## config.mk

```make
export PLATFORM = sky130hd
export DESIGN_NAME = pcg_top
export DESIGN_NICKNAME = d
export VERILOG_FILES = /design/src/inc/pcg_pkg.sv /design/src/hdl/pcg_top.sv
export SDC_FILE = /design/constraint.sdc
export NUM_CORES = 1
export LEC_CHECK = 0
export CAP_MARGIN = 30
export CORE_AREA = 2 2 138 140
export DETAILED_ROUTE_END_ITERATION = 16
export DIE_AREA = 0 0 140 142
export DONT_BUFFER_PORTS = 1
export PLACE_DENSITY_LB_ADDON = 0.2
export SLEW_MARGIN = 5
export SYNTH_ARGS = -nofsm -noshare
export SYNTH_HDL_FRONTEND = slang
export SYNTH_SLANG_ARGS = --single-unit
```

## constraint.sdc

```tcl
create_clock -name aclk -period 2.1 [get_ports aclk]
set_input_delay 0.105 -clock aclk [delete_from_list [all_inputs] [get_ports aclk]]
set_output_delay 0.105 -clock aclk [all_outputs]
set_load 0.1 [all_outputs]
```

## src/inc/pcg_pkg.sv

```systemverilog
// constants and register map of the pll clock generator controller
// Function
// - prescaler divides input by 1..32; pll multiplies prescaled clock by 4..25.
// - undivided input clock goes through its own 1..32 divider to clock_out_three.
// - path select 0 uses input clock as reference, 1 uses pll output.
// - clock_out_two is the bus clock gated by divider enable and output enable.
// - clock_out_three is enabled by default under its output divider enable bit.
// - memory clock source bit picks internal or external clock; bit 5 enables output.
// - core, bus and memory clocks each have an independent divider from the reference.
// - multiplier and all dividers can be rewritten at run time.
// - pll reset control bit resets to 1, holding the pll in reset.
// - path select resets to 0, so system clocks come from the input clock.
// - input stable flag reads 0 until the stabilization counter finishes, then 1.
package pcg_pkg;
   localparam int ADDR_W = 8;
   localparam logic [7:0] OFS_CSR = 8'h00;
   localparam logic [7:0] OFS_MULT = 8'h10;
   localparam logic [7:0] OFS_PRESCALE = 8'h14;
   localparam logic [7:0] OFS_CORE = 8'h18;
   localparam logic [7:0] OFS_PERIPH = 8'h1C;
   localparam logic [7:0] OFS_EXTMEM = 8'h20;
   localparam logic [7:0] OFS_OSC = 8'h24;
   localparam logic [7:0] OFS_DEVICE_CONFIG_REG = 8'h28;
   localparam logic [7:0] OFS_MEM_IF_GLOBAL_CTL = 8'h2C;
   // control/status bit positions
   localparam int CSR_PATH_BIT = 0;
   localparam int CSR_PWRDN_BIT = 1;
   localparam int CSR_RST_BIT = 3;
   localparam int CSR_STABLE_BIT = 6;
   // divider registers: ratio minus one in the low field, enable at bit 15
   localparam int RATIO_W = 5;
   localparam int DIV_EN_BIT = 15;
   localparam int MEM_SRC_BIT = 4;
   localparam int CK2_EN_BIT = 3;
   localparam int MEM_OUT_EN_BIT = 5;
   // multiplier field holds factor minus one
   localparam logic [4:0] MULT_RST = 5'h07;
   localparam logic [4:0] MULT_MIN_M1 = 5'h03;
   localparam logic [4:0] MULT_MAX_M1 = 5'h18;
   localparam logic [4:0] PRESCALE_RST = 5'h00;
   localparam logic [4:0] CORE_RST = 5'h00;
   localparam logic [4:0] PERIPH_RST = 5'h01;
   localparam logic [4:0] EXTMEM_RST = 5'h03;
   localparam logic [4:0] OSC_RST = 5'h07;
   localparam int STABLE_CYCLES_DEF = 8192;
   localparam logic [1:0] RESP_OKAY = 2'h0;
   localparam logic [1:0] RESP_SLVERR = 2'h2;
endpackage : pcg_pkg

```

## src/hdl/pcg_top.sv

```systemverilog
// pll clock generator controller: axi4-lite registers, reference select, dividers
//
// Local design decisions: the AXI4-Lite slave port and the placing of the registers.
`timescale 1ns/1ps

module pcg_div
   import pcg_pkg::*;
#(
   parameter logic [RATIO_W-1:0] RST_RATIO = '0
) (
   input wire logic aclk,
   input wire logic aresetn,
   input wire logic tick,
   input wire logic en,
   input wire logic [RATIO_W-1:0] ratio_m1,
   output logic clk_out
);
   logic [RATIO_W-1:0] cnt_reg;
   logic [RATIO_W-1:0] ratio_reg;
   wire last_w = (cnt_reg >= ratio_reg);

   // new ratio taken only at a toggle or while disabled, so a ratio change never cuts a half-period short
   always_ff @(posedge aclk) begin
      if (!aresetn || !en) begin
         cnt_reg <= '0;
         clk_out <= 1'b0;
         ratio_reg <= aresetn ? ratio_m1 : RST_RATIO;
      end else if (tick) begin
         cnt_reg <= last_w ? '0 : cnt_reg + 1'b1;
         if (last_w) begin
            clk_out <= ~clk_out;
            ratio_reg <= ratio_m1;
         end
      end
   end
endmodule : pcg_div

module pcg_top
   import pcg_pkg::*;
#(
   parameter int STABLE_CYCLES = STABLE_CYCLES_DEF
) (
   input wire logic aclk,
   input wire logic aresetn,
   input wire logic [ADDR_W-1:0] s_axi_awaddr,
   input wire logic s_axi_awvalid,
   output logic s_axi_awready,
   input wire logic [31:0] s_axi_wdata,
   input wire logic [3:0] s_axi_wstrb,
   input wire logic s_axi_wvalid,
   output logic s_axi_wready,
   output logic [1:0] s_axi_bresp,
   output logic s_axi_bvalid,
   input wire logic s_axi_bready,
   input wire logic [ADDR_W-1:0] s_axi_araddr,
   input wire logic s_axi_arvalid,
   output logic s_axi_arready,
   output logic [31:0] s_axi_rdata,
   output logic [1:0] s_axi_rresp,
   output logic s_axi_rvalid,
   input wire logic s_axi_rready,
   input wire logic pll_output,
   input wire logic mem_clock_in,
   output logic pll_reset_ctl,
   output logic pll_powerdown,
   output logic [RATIO_W:0] pll_multiplier,
   output logic [RATIO_W:0] input_prescaler,
   output logic core_clock,
   output logic periph_bus_clock,
   output logic ext_mem_clock,
   output logic clock_out_two,
   output logic clock_out_three,
   output logic mem_clock_out
);
   logic aw_held_reg, w_held_reg;
   logic [ADDR_W-1:0] awaddr_reg;
   logic [31:0] wdata_reg;
   logic path_reg, pwrdn_reg, rst_reg, stable_reg;
   logic [31:0] stab_cnt_reg;
   logic [RATIO_W-1:0] mult_reg, pre_reg, core_reg, periph_reg, extmem_reg, osc_reg;
   logic core_en_reg, periph_en_reg, extmem_en_reg, osc_en_reg;
   logic mem_src_reg, ck2_en_reg, mem_out_en_reg;
   logic pll_prev_reg;

   // write path: address and data accepted in either order
   assign s_axi_awready = !aw_held_reg && !s_axi_bvalid;
   assign s_axi_wready = !w_held_reg && !s_axi_bvalid;
   wire aw_now = aw_held_reg || (s_axi_awvalid && s_axi_awready);
   wire w_now = w_held_reg || (s_axi_wvalid && s_axi_wready);
   wire [ADDR_W-1:0] wa = aw_held_reg ? awaddr_reg : s_axi_awaddr;
   wire [31:0] wd = w_held_reg ? wdata_reg : s_axi_wdata;
   wire do_wr = aw_now && w_now && !s_axi_bvalid;
   wire wr_lo = do_wr && s_axi_wstrb[0];
   wire wr_hi = do_wr && s_axi_wstrb[1];
   wire wa_ok = (wa == OFS_CSR) || (wa == OFS_MULT) || (wa == OFS_PRESCALE)
      || (wa == OFS_CORE) || (wa == OFS_PERIPH) || (wa == OFS_EXTMEM)
      || (wa == OFS_OSC) || (wa == OFS_DEVICE_CONFIG_REG) || (wa == OFS_MEM_IF_GLOBAL_CTL);
   wire [RATIO_W-1:0] wr_ratio = wd[RATIO_W-1:0];
   wire mult_ok = (wr_ratio >= MULT_MIN_M1) && (wr_ratio <= MULT_MAX_M1);

   always_ff @(posedge aclk) begin
      if (!aresetn) begin
         aw_held_reg <= 1'b0;
         w_held_reg <= 1'b0;
         awaddr_reg <= '0;
         wdata_reg <= '0;
         s_axi_bvalid <= 1'b0;
         s_axi_bresp <= RESP_OKAY;
      end else begin
         if (s_axi_awvalid && s_axi_awready) begin
            aw_held_reg <= 1'b1;
            awaddr_reg <= s_axi_awaddr;
         end
         if (s_axi_wvalid && s_axi_wready) begin
            w_held_reg <= 1'b1;
            wdata_reg <= s_axi_wdata;
         end
         if (do_wr) begin
            aw_held_reg <= 1'b0;
            w_held_reg <= 1'b0;
            s_axi_bvalid <= 1'b1;
            s_axi_bresp <= wa_ok ? RESP_OKAY : RESP_SLVERR;
         end else if (s_axi_bready) begin
            s_axi_bvalid <= 1'b0;
         end
      end
   end

   // register file; all fields live in the low two byte lanes
   always_ff @(posedge aclk) begin
      if (!aresetn) begin
         path_reg <= 1'b0;
         pwrdn_reg <= 1'b0;
         rst_reg <= 1'b1;
         mult_reg <= MULT_RST;
         pre_reg <= PRESCALE_RST;
         core_reg <= CORE_RST;
         periph_reg <= PERIPH_RST;
         extmem_reg <= EXTMEM_RST;
         osc_reg <= OSC_RST;
         core_en_reg <= 1'b1;
         periph_en_reg <= 1'b1;
         extmem_en_reg <= 1'b1;
         osc_en_reg <= 1'b1;
         mem_src_reg <= 1'b0;
         ck2_en_reg <= 1'b1;
         mem_out_en_reg <= 1'b1;
      end else begin
         if (wr_lo && wa == OFS_CSR) begin
            path_reg <= wd[CSR_PATH_BIT];
            pwrdn_reg <= wd[CSR_PWRDN_BIT];
            rst_reg <= wd[CSR_RST_BIT];
         end
         if (wr_lo && wa == OFS_MULT && mult_ok) mult_reg <= wr_ratio;
         if (wr_lo && wa == OFS_PRESCALE) pre_reg <= wr_ratio;
         if (wr_lo && wa == OFS_CORE) core_reg <= wr_ratio;
         if (wr_lo && wa == OFS_PERIPH) periph_reg <= wr_ratio;
         if (wr_lo && wa == OFS_EXTMEM) extmem_reg <= wr_ratio;
         if (wr_lo && wa == OFS_OSC) osc_reg <= wr_ratio;
         if (wr_hi && wa == OFS_CORE) core_en_reg <= wd[DIV_EN_BIT];
         if (wr_hi && wa == OFS_PERIPH) periph_en_reg <= wd[DIV_EN_BIT];
         if (wr_hi && wa == OFS_EXTMEM) extmem_en_reg <= wd[DIV_EN_BIT];
         if (wr_hi && wa == OFS_OSC) osc_en_reg <= wd[DIV_EN_BIT];
         if (wr_lo && wa == OFS_DEVICE_CONFIG_REG) mem_src_reg <= wd[MEM_SRC_BIT];
         if (wr_lo && wa == OFS_MEM_IF_GLOBAL_CTL) begin
            ck2_en_reg <= wd[CK2_EN_BIT];
            mem_out_en_reg <= wd[MEM_OUT_EN_BIT];
         end
      end
   end

   // read path: one cycle after the address is taken
   wire [31:0] div_core = 32'(core_reg) | (32'(core_en_reg) << DIV_EN_BIT);
   wire [31:0] div_periph = 32'(periph_reg) | (32'(periph_en_reg) << DIV_EN_BIT);
   wire [31:0] div_extmem = 32'(extmem_reg) | (32'(extmem_en_reg) << DIV_EN_BIT);
   wire [31:0] div_osc = 32'(osc_reg) | (32'(osc_en_reg) << DIV_EN_BIT);
   wire [31:0] csr_val = (32'(path_reg) << CSR_PATH_BIT) | (32'(pwrdn_reg) << CSR_PWRDN_BIT)
      | (32'(rst_reg) << CSR_RST_BIT) | (32'(stable_reg) << CSR_STABLE_BIT);
   wire [31:0] gbl_val = (32'(ck2_en_reg) << CK2_EN_BIT) | (32'(mem_out_en_reg) << MEM_OUT_EN_BIT);
   wire ra_ok = (s_axi_araddr == OFS_CSR) || (s_axi_araddr == OFS_MULT)
      || (s_axi_araddr == OFS_PRESCALE) || (s_axi_araddr == OFS_CORE)
      || (s_axi_araddr == OFS_PERIPH) || (s_axi_araddr == OFS_EXTMEM)
      || (s_axi_araddr == OFS_OSC) || (s_axi_araddr == OFS_DEVICE_CONFIG_REG)
      || (s_axi_araddr == OFS_MEM_IF_GLOBAL_CTL);
   wire [31:0] rd_mux =
      (s_axi_araddr == OFS_CSR) ? csr_val :
      (s_axi_araddr == OFS_MULT) ? 32'(mult_reg) :
      (s_axi_araddr == OFS_PRESCALE) ? 32'(pre_reg) :
      (s_axi_araddr == OFS_CORE) ? div_core :
      (s_axi_araddr == OFS_PERIPH) ? div_periph :
      (s_axi_araddr == OFS_EXTMEM) ? div_extmem :
      (s_axi_araddr == OFS_OSC) ? div_osc :
      (s_axi_araddr == OFS_DEVICE_CONFIG_REG) ? (32'(mem_src_reg) << MEM_SRC_BIT) :
      (s_axi_araddr == OFS_MEM_IF_GLOBAL_CTL) ? gbl_val : 32'h0000_0000;
   assign s_axi_arready = !s_axi_rvalid;

   always_ff @(posedge aclk) begin
      if (!aresetn) begin
         s_axi_rvalid <= 1'b0;
         s_axi_rdata <= '0;
         s_axi_rresp <= RESP_OKAY;
      end else if (s_axi_arvalid && s_axi_arready) begin
         s_axi_rvalid <= 1'b1;
         s_axi_rdata <= rd_mux;
         s_axi_rresp <= ra_ok ? RESP_OKAY : RESP_SLVERR;
      end else if (s_axi_rready) begin
         s_axi_rvalid <= 1'b0;
      end
   end

   // oscillator stabilization count, restarted by every reset
   always_ff @(posedge aclk) begin
      if (!aresetn) begin
         stab_cnt_reg <= '0;
         stable_reg <= 1'b0;
      end else if (!stable_reg) begin
         stab_cnt_reg <= stab_cnt_reg + 1'b1;
         stable_reg <= (stab_cnt_reg >= 32'(STABLE_CYCLES - 1));
      end
   end

   // reference ticks: every input clock in bypass, rising pll edges otherwise
   always_ff @(posedge aclk) begin
      if (!aresetn) pll_prev_reg <= 1'b0;
      else pll_prev_reg <= pll_output;
   end
   wire pll_tick = pll_output && !pll_prev_reg;
   wire ref_tick = path_reg ? pll_tick : 1'b1;

   // analog pll macro controls; ratio and factor given as true values
   assign pll_reset_ctl = rst_reg;
   assign pll_powerdown = pwrdn_reg;
   assign pll_multiplier = {1'b0, mult_reg} + 1'b1;
   assign input_prescaler = {1'b0, pre_reg} + 1'b1;

   logic osc_div;
   // independent dividers off the reference
   pcg_div #(.RST_RATIO(CORE_RST)) u_core (.aclk(aclk), .aresetn(aresetn),
      .tick(ref_tick), .en(core_en_reg), .ratio_m1(core_reg), .clk_out(core_clock));
   pcg_div #(.RST_RATIO(PERIPH_RST)) u_periph (.aclk(aclk), .aresetn(aresetn),
      .tick(ref_tick), .en(periph_en_reg), .ratio_m1(periph_reg),
      .clk_out(periph_bus_clock));
   pcg_div #(.RST_RATIO(EXTMEM_RST)) u_extmem (.aclk(aclk), .aresetn(aresetn),
      .tick(ref_tick), .en(extmem_en_reg), .ratio_m1(extmem_reg),
      .clk_out(ext_mem_clock));
   // undivided input clock, never the pll
   pcg_div #(.RST_RATIO(OSC_RST)) u_osc (.aclk(aclk), .aresetn(aresetn),
      .tick(1'b1), .en(osc_en_reg), .ratio_m1(osc_reg), .clk_out(osc_div));

   // registered pin gating; external memory clock is one cycle late
   always_ff @(posedge aclk) begin
      if (!aresetn) begin
         clock_out_two <= 1'b0;
         clock_out_three <= 1'b0;
         mem_clock_out <= 1'b0;
      end else begin
         clock_out_two <= periph_bus_clock && periph_en_reg && ck2_en_reg;
         clock_out_three <= osc_div && osc_en_reg;
         mem_clock_out <= mem_out_en_reg &&
            (mem_src_reg ? mem_clock_in : ext_mem_clock);
      end
   end
endmodule : pcg_top

```

# Word-level counts from Yosys, hierarchy flattened
# Index checks and enable logic that the tools add are counted.
[totals]
output_inout_bits = 61
word_cells = 204
register_bits = 185
[op_classes]
eq_ne = 16
bitwise_logic = 13
n_reduce_logical = 80
n_mux = 38
addsub = 7
magnitude_cmp = 7
[op_table]
columns = ["operator", "count"]
rows = [
  ["$mux 16", 8],
  ["$mux 5", 18],
  ["$eq 8x5->1 const B", 8],
  ["$eq 8x6->1 const B", 8],
  ["$or 5x16->16", 4],
  ["$add 32x1->32 const B", 1],
  ["$ge 32x13->1 const B", 1],
  ["$logic_and 1x1->1", 29],
  ["$logic_or 1x1->1", 22],
  ["$add 5x1->5 const B", 4],
  ["$ge 5x5->1", 4],
  ["$reduce_bool 2->1", 9],
  ["$logic_not 8->1", 2],
  ["$add 5x1->6 const B", 2],
  ["$mux 6", 2],
  ["$reduce_and 2->1", 6],
  ["$logic_not 1->1", 10],
  ["$mux 8", 1],
  ["$mux 1", 7],
  ["$or 4x7->7", 1],
  ["$or 4x6->6", 1],
  ["$ge 5x2->1 const B", 1],
  ["$le 5x5->1 const B", 1],
  ["$not 1->1", 5],
  ["4 further kinds", 6],
]

# Depth between registers and ports, before layout
# Gate-level depths: netlist of run 1.
[depth]
depth_word = 11
mapped_depth = 9
ltp_nobuf = 8

# Modules after synthesis
# From an unflattened synthesis of run 1, not the netlist that was laid out.
[hier_totals]
hier_cells = 846
hier_area_um2 = 7702.4
[modules_own_cells]
columns = ["module", "instances", "cells_each", "area_each_um2"]
rows = [
  ["pcg_top", 1, 626, 5385.2],
  ["pcg_div", 4, 55, 579.3],
]

# Least setup slack after synthesis of run 1
# OpenSTA, ideal clock, no wires.
[synth_path]
path_kind = "register to register"
startpoint = "reg s_axi_bvalid"
endpoint = "reg wdata_reg[0]"
path_stages_with_launch = 6
period_less_slack_ns = 3.108
path_buffers = 1
required_time_ns = 1.972
arrival_ns = 2.981
setup_time_ns = 0.128
path_slack_ns = -1.008
cell_sequence = "dfxtp_1 nor2_1 and2_1 clkbuf_1 mux2i_1 nor2_1"
[synth_between]
elab_chain_cells = 3
[synth_rtl]
columns = ["element", "line_no", "source"]
rows = [
  ["start: declaration", "pcg_top.sv:53", "output logic s_axi_bvalid,"],
  ["start signal: assignment", "pcg_top.sv:107", "s_axi_bvalid <= 1'b0;"],
  ["start signal: assignment", "pcg_top.sv:121", "s_axi_bvalid <= 1'b1;"],
  ["start signal: assignment", "pcg_top.sv:124", "s_axi_bvalid <= 1'b0;"],
  ["$logic_not 1->1", "pcg_top.sv:87", "assign s_axi_wready = !w_held_reg && !s_axi_bvalid;"],
  ["$logic_and 1x1->1", "pcg_top.sv:87", ""],
  ["net s_axi_wready", "pcg_top.sv:51", "output logic s_axi_wready,"],
  ["$logic_and 1x1->1", "pcg_top.sv:114", "if (s_axi_wvalid && s_axi_wready) begin"],
  ["end signal: assignment", "pcg_top.sv:116", "wdata_reg <= s_axi_wdata;"],
  ["end: declaration", "pcg_top.sv:77", "logic [31:0] wdata_reg;"],
]
# The timed path passes the listed nets, and every way through them passes these cells.
# A chain may end at the register's enable or synchronous reset.

# Final worst setup path of run 1
[layout_path]
startpoint = "reg awaddr_reg[6]"
endpoint = "reg pre_reg[2]"
[layout_between]
elab_chain_cells = 3
[layout_rtl]
columns = ["element", "line_no", "source"]
rows = [
  ["start: declaration", "pcg_top.sv:76", "logic [ADDR_W-1:0] awaddr_reg;"],
  ["start signal: assignment", "pcg_top.sv:112", "awaddr_reg <= s_axi_awaddr;"],
  ["$mux 8", "pcg_top.sv:90", "wire [ADDR_W-1:0] wa = aw_held_reg ? awaddr_reg : s_axi_awaddr;"],
  ["$eq 8x5->1", "pcg_top.sv:155", "if (wr_lo && wa == OFS_PRESCALE) pre_reg <= wr_ratio;"],
  ["$logic_and 1x1->1", "pcg_top.sv:155", ""],
  ["end signal: assignment", "pcg_top.sv:155", ""],
  ["end: declaration", "pcg_top.sv:80", "logic [RATIO_W-1:0] mult_reg, pre_reg, core_reg, periph_reg, extmem_reg, osc_reg;"],
]
# No other way between the ends.

==> flow_summary.yaml, run 1 <==
status:
  outcome: "finished, violations left"
  failed_checks: "DRC, hold timing"
setup_path:
  timing.critical_path.arrival_ns: 2.33
  critical_path.endpoint_type: "flip-flop"
  critical_path.cell_chain: "or4b_4 > o22ai_4 > and4b_2 > and3b_2 > mux2i_1 > nor2_1"
  cp_data_required_time_ns: 2.40
  critical_path.startpoint: "awaddr_reg[6]"
  crit_path_start_kind: "flip-flop"
  critPathSlowestCell: "sky130_fd_sc_hd__or4b_4"
  timing.setup.critical_path_class: "flip-flop to flip-flop"
  rr_startpoint: "awaddr_reg[6]"
  setup.reg_to_reg.worst_slack_ns: 0.08
  worstPathMaxFanout: 6
  critical-path-max-stage-delay_ns: 0.55
power:
  power_density_nw_per_um2: 817
  power.ir.vdd_worst_mv: 0.596
  power.leakage_nw: 3.96
synthesis:
  yosys_warnings: 0
  synthCells: 832
  postSynth.topFlopCell: "sky130_fd_sc_hd__dfxtp_1"
  synthTopCellsByArea: "sky130_fd_sc_hd__dfxtp_1 36%, sky130_fd_sc_hd__edfxtp_1 8.2%, sky130_fd_sc_hd__nand2_1 5.6%"
  ys_types: 63
  sequential_area_share_after_synthesis_pct: 44.0
  ys_async_sr_fraction_pct: 0
  syn_avg_cell_area_um2: 8.75
  synthesis.area_um2: 7280
  top_area_cell_type_share_of_the_netlist_area_pct: 35.7
  post_synth_top_area_cell: "sky130_fd_sc_hd__dfxtp_1"
  ys_seq_elements: 150
  number_of_flops_mapped_to_enable_cells_by_yosys: 20
sta:
  finalHoldViolCount: 19
  sum_of_negative_setup_slack_ns: 0
  slew_worst_pin_ns: 0.820
  worst_slew_margin_rel_pct: 45.3
  clock_skew_ns: 0.00598
  final.min_clock_period_ns: 2.02
  final-max-slew-violation-count: 0
  setup_violations: 0
  fin_ws_ns: 0.0791
  final_min_period_over_clock_period_pct: 96.2
  max_clock_freq_mhz: 495
  rsz_0062_raised_after_global_routing: "false"
  final.hold.worst_slack_ns: -0.249
layout:
  diodes: 0
  fin_nets: 1072
  largest_register_ffs: 32
  fraction_of_final_layout_cells_sized_beyond_drive_strength_1_pct: 18.4
  post-route-util_pct: 51.4
  finish.instance_area_um2: 9490
  synthToLayoutAreaGrowth_pct: 30.3
  final_common_cell: "sky130_fd_sc_hd__dfxtp_1"
  final_cell_mix: "125 x sky130_fd_sc_hd__dfxtp_1, 108 x sky130_fd_sc_hd__nand2_1, 98 x sky130_fd_sc_hd__buf_4"
clock_tree:
  cts.root.buffer_cell: "sky130_fd_sc_hd__clkbuf_16"
  cts.clk_slew.worst_paths_ns: 0.06
  numCtsBuffers: 17
  max_root_sink_buffers: 2
  insertion_delay_ns: 0.42
  tritoncts: "yes"
  cts_htree_levels: 4
  cts_setup_buffers: 0
  number_of_sinks_on_the_clock_net: 150
placed_design:
  dpl.hpwl_um: 12700
  numPortBuffers: 0
  postPlaceCellArea_um2: 8160
  dp_slack_ns: -0.120
  finalWeightedCongestion: 0.896
die:
  fp.coreArea_um2: 18500
  std_cell_rows: 50
  ios: 122
  fp.dieH_um: 142
  die_area_um2: 19900
  dieWidth_um: 140
  start_util_pct: 39.5
detailed_routing:
  vias: 6172
  drt-pass1-iter-count: 13
  drt_first_iter_violations: 316
  remaining_drc_errors: 3
  post_drt_wl_per_cell_um: 14.4
  detail_route.vias_per_cell: 5.01
  wirelength_um: 17800
  antenna_violating_nets_left: 0
hold_path:
  holdCritStartpoint: "aresetn"
  min-delay-path-class: "primary input to flip-flop"
global_route:
  antenna_found_initial: 0
  pin_count_of_the_biggest_net_entering_global_routing: 60
  grtUsageTotal_pct: 18.7
  first_global_vias: 5984
  wire_length_of_the_first_global_routing_pass_um: 29600
  grt_remaining_overflow: 0
flow_run:
  maxCapViolations: 0
critical path, delay by kind of cell (launching register included):
family,cells,cell delay [ns]
and+or+nand+nor,4,1.19
DFF,1,0.32
muxes,1,0.22
AOI/OAI and AO/OA,1,0.18
routing by layer:
layer | track usage [%] | part of all wire [%] | up-vias
li1 | - | - | 3137
met1 | 23.6 | 46 | 2877
met2 | 31.3 | 48 | 123
met3 | 4.64 | 4.1 | 35
met4 | 6.54 | 2.2 | 0
met5 | 0 | 0 | -
report_power, final:
part | switching [mW] | total [mW] | internal, mW
combinational | 0.972 | 1.51 | 0.543
clock | 1.20 | 3.06 | 1.86
sequential | 0.104 | 3.19 | 3.08
total | 2.28 | 7.76 | 5.48
cells by family after synthesis:
group           share of synthesized area [%]
simple gates                             22.8
flops                                    44.0
compound gates                           10.8
buf+inv                                  5.98
mux                                      6.41
xor+xnor                                 5.29
fa+ha+maj                                4.64
other cells                            0.0515
through the flow:
stage | power (mW) | std cells
floorplan | 4.35 | 857
global placement | 4.65 | 1135
detailed placement | 4.66 | 1135
CTS | 7.81 | 1229
global route | 8.10 | 1231
finish | 7.76 | 1231
final timing paths:
check                  end  depth (start not counted)
max             pre_reg[2]                          6
min             osc_reg[2]                          1
max reg2reg     pre_reg[2]                          6
min reg2reg  awaddr_reg[6]                          2
what timing repair did:
item,4_1_cts,5_1_grt
hold buffers,62,2
endpoints found under the hold margin,97,20
gates resized for setup,9,19
pin swaps,3,8
setup endpoints to repair,30,26
synth_stat cells (20+ instances only):
| master | count |
|---|---|
| sky130_fd_sc_hd__a21oi_1 | 48 |
| sky130_fd_sc_hd__and2_1 | 21 |
| sky130_fd_sc_hd__buf_4 | 27 |
| sky130_fd_sc_hd__clkbuf_1 | 22 |
| sky130_fd_sc_hd__dfxtp_1 | 130 |
| sky130_fd_sc_hd__edfxtp_1 | 20 |
| sky130_fd_sc_hd__ha_1 | 27 |
| sky130_fd_sc_hd__inv_1 | 31 |
| sky130_fd_sc_hd__mux2i_1 | 32 |
| sky130_fd_sc_hd__nand2_1 | 109 |
| sky130_fd_sc_hd__nand3_1 | 30 |
| sky130_fd_sc_hd__nor2_1 | 95 |
| sky130_fd_sc_hd__o21ai_0 | 45 |
| sky130_fd_sc_hd__xor2_1 | 28 |
area by class of cell:
cell class,count,area [um2]
multi-input cells,621,3900
clock buffers,18,429
repair buffers,162,1380
flip-flops and latches,150,3210
fillers,1705,8960
inverters,32,124
clock inverters,14,158
well taps,234,293
(Power assumes the default switching activity.)
==> run 2: changes to the inputs <==
--- a/config.mk
+++ b/config.mk
@@ -10,7 +10,7 @@
 export DETAILED_ROUTE_END_ITERATION = 16
 export DIE_AREA = 0 0 140 142
 export DONT_BUFFER_PORTS = 1
-export PLACE_DENSITY_LB_ADDON = 0.2
+export PLACE_DENSITY = 0.63
 export SLEW_MARGIN = 5
 export SYNTH_ARGS = -nofsm -noshare
 export SYNTH_HDL_FRONTEND = slang
==> run 2 against run 1 <==
Net effect: the flow finishes with violations (DRC); first-iteration DRC count increased by 1.9%; maximum frequency fell by 0.26%; hold slack better by 0.29 ns; sequential power about the same; core utilization is 2.6 points lower; largest cell class unchanged; largest power group unchanged.
==> flow_summary.yaml, run 2 (synthesis results as in run 1) <==
status:
  outcome: "finished, violations left"
  failed_checks: "DRC"
sta:
  final.min_clock_period_ns: 2.03
  final-max-slew-violation-count: 0
  setup_violations: 0
  max_clock_freq_mhz: 494
  final_min_period_over_clock_period_pct: 96.5
  slew_worst_pin_ns: 0.827
  finalHoldViolCount: 0
  worst_slew_margin_rel_pct: 44.8
  clock_skew_ns: 0.0103
  rsz_0062_raised_after_global_routing: "true"
die:
  ios: 122
  std_cell_rows: 50
  fp.dieH_um: 142
  die_area_um2: 19900
  fp.coreArea_um2: 18500
  start_util_pct: 39.5
  dieWidth_um: 140
global_route:
  grtUsageTotal_pct: 18.2
  wire_length_of_the_first_global_routing_pass_um: 28800
  first_global_vias: 5800
  pin_count_of_the_biggest_net_entering_global_routing: 58
  grt_remaining_overflow: 0
  antenna_found_initial: 0
power:
  power.ir.vdd_worst_mv: 0.623
  power.leakage_nw: 3.74
  power_density_nw_per_um2: 833
setup_path:
  cp_data_required_time_ns: 2.40
  number_of_cell_instances_on_the_worst_register_to_register_path: 6
  r2r_end: "mult_reg[1]"
  rr_startpoint: "w_held_reg"
  critPathSlowestCell: "sky130_fd_sc_hd__or3_4"
  timing.setup.critical_path_class: "flip-flop to flip-flop"
  worstPathMaxFanout: 6
  setup.reg_to_reg.worst_slack_ns: 0.07
  crit_path_start_kind: "flip-flop"
  timing.critical_path.arrival_ns: 2.32
  critical_path.endpoint_type: "flip-flop"
  critical-path-max-stage-delay_ns: 0.40
  critical_path.cell_chain: "mux2_4 > or3_4 > a221oi_4 > o2111ai_4 > mux2i_1 > nand2_1"
layout:
  layoutNonFillerInstCount: 1187
  post-route-util_pct: 48.8
  diodes: 0
  largest_register_ffs: 32
  finish.instance_area_um2: 9010
  synthToLayoutAreaGrowth_pct: 23.8
  n_fill_cell: 1727
  fin_nets: 1028
  final_common_cell: "sky130_fd_sc_hd__dfxtp_1"
  fraction_of_final_layout_cells_sized_beyond_drive_strength_1_pct: 17.9
  final_cell_mix: "126 x sky130_fd_sc_hd__dfxtp_1, 109 x sky130_fd_sc_hd__nand2_1, 93 x sky130_fd_sc_hd__buf_4"
detailed_routing:
  met3_wirelength_um: 799
  met2RoutedLength_um: 8420
  drt_first_iter_violations: 322
  remaining_drc_errors: 5
  antenna_violating_nets_left: 0
  wirelength_um: 17600
  vias: 6057
  drt-pass1-iter-count: 13
  post_drt_wl_per_cell_um: 14.8
  highest-signal-layer: "met4"
  detail_route.vias_per_cell: 5.10
  wl_met1_um: 7970
placed_design:
  postPlaceCellArea_um2: 8130
  numPortBuffers: 0
  placed_cells: 1130
  dpl.hpwl_um: 12600
  finalWeightedCongestion: 0.909
hold_path:
  min-delay-path-class: "primary input to flip-flop"
  destination_of_the_worst_hold_path: "extmem_en_reg"
  holdPathStages: 3
  holdCritStartpoint: "s_axi_wdata[15]"
flow_run:
  maxCapViolations: 0
clock_tree:
  numCtsBuffers: 17
  cts.clk_slew.worst_paths_ns: 0.06
  insertion_delay_ns: 0.42
  cts_htree_levels: 4
  max_root_sink_buffers: 2
  cts.root.buffer_cell: "sky130_fd_sc_hd__clkbuf_16"
  number_of_sinks_on_the_clock_net: 150
  tritoncts: "yes"
-- run 2: per-layer routing --
metal  vias to the layer above  global-route usage, %
met4                         0                   7.12
met2                       128                   31.3
met5                         -                      0
met3                        34                   4.44
li1                       3053                      -
met1                      2842                   22.2
-- run 2: stage by stage --
stage / worst slack [ns] / hold WS [ns] / setup TNS (ns) / power (mW)
final: 0.0738 / 0.0408 / 0 / 7.51
after CTS: 0.0181 / 0.0186 / 0 / 7.56
after floorplan: 0.00114 / 0.195 / 0 / 4.35
after global routing: -0.0403 / 0.0329 / -0.0403 / 7.84
after detailed placement: -0.110 / 0.180 / -1.48 / 4.65
after global placement: -0.0817 / 0.177 / -1.11 / 4.63
-- run 2: timing repair --
item                       4_1_cts  5_1_grt
cloned                           0        0
setup endpoints to repair       33       21
pin swaps                        4        4
setup buffers                    0        0
hold buffers                    25        0
resized for setup               10       12
hold endpoints to repair        91        0
-- run 2: final cells by class --
cell class | count | area (um2) | area share, %
clock buffer | 21 | 440 | 4.89
clock inverter | 11 | 100 | 1.11
inverter | 32 | 124 | 1.37
multi-input combinational | 621 | 3890 | 43.1
sequential | 150 | 3210 | 35.6
tap | 234 | 293 | 3.25
timing repair buffer | 118 | 958 | 10.6
-- run 2: worst max path at each step --
stage,cells after the start,startpoint,slack (ns),to
6_report,6,w_held_reg,0.07,mult_reg[1]
4_1_cts,7,aw_held_reg,0.02,pre_reg[1]
5_1_grt,6,w_held_reg,-0.04,mult_reg[1]
2_1_floorplan,2,mult_reg[0],0.001,pll_multiplier[2]
3_3_place_gp,6,awaddr_reg[7],-0.08,pre_reg[1]
3_5_place_dp,6,awaddr_reg[7],-0.11,pre_reg[2]
-- run 2: report_power, final --
group          switching (mW)  internal [mW]
Sequential              0.108           3.08
Combinational           0.987          0.511
Clock                    1.19           1.63
-- run 2: critical path, delay by kind of cell (launching register included) --
family          cells  cell delay [ns]
compound gates      2             0.51
flops               1             0.38
mux                 2             0.54
simple gates        2             0.47
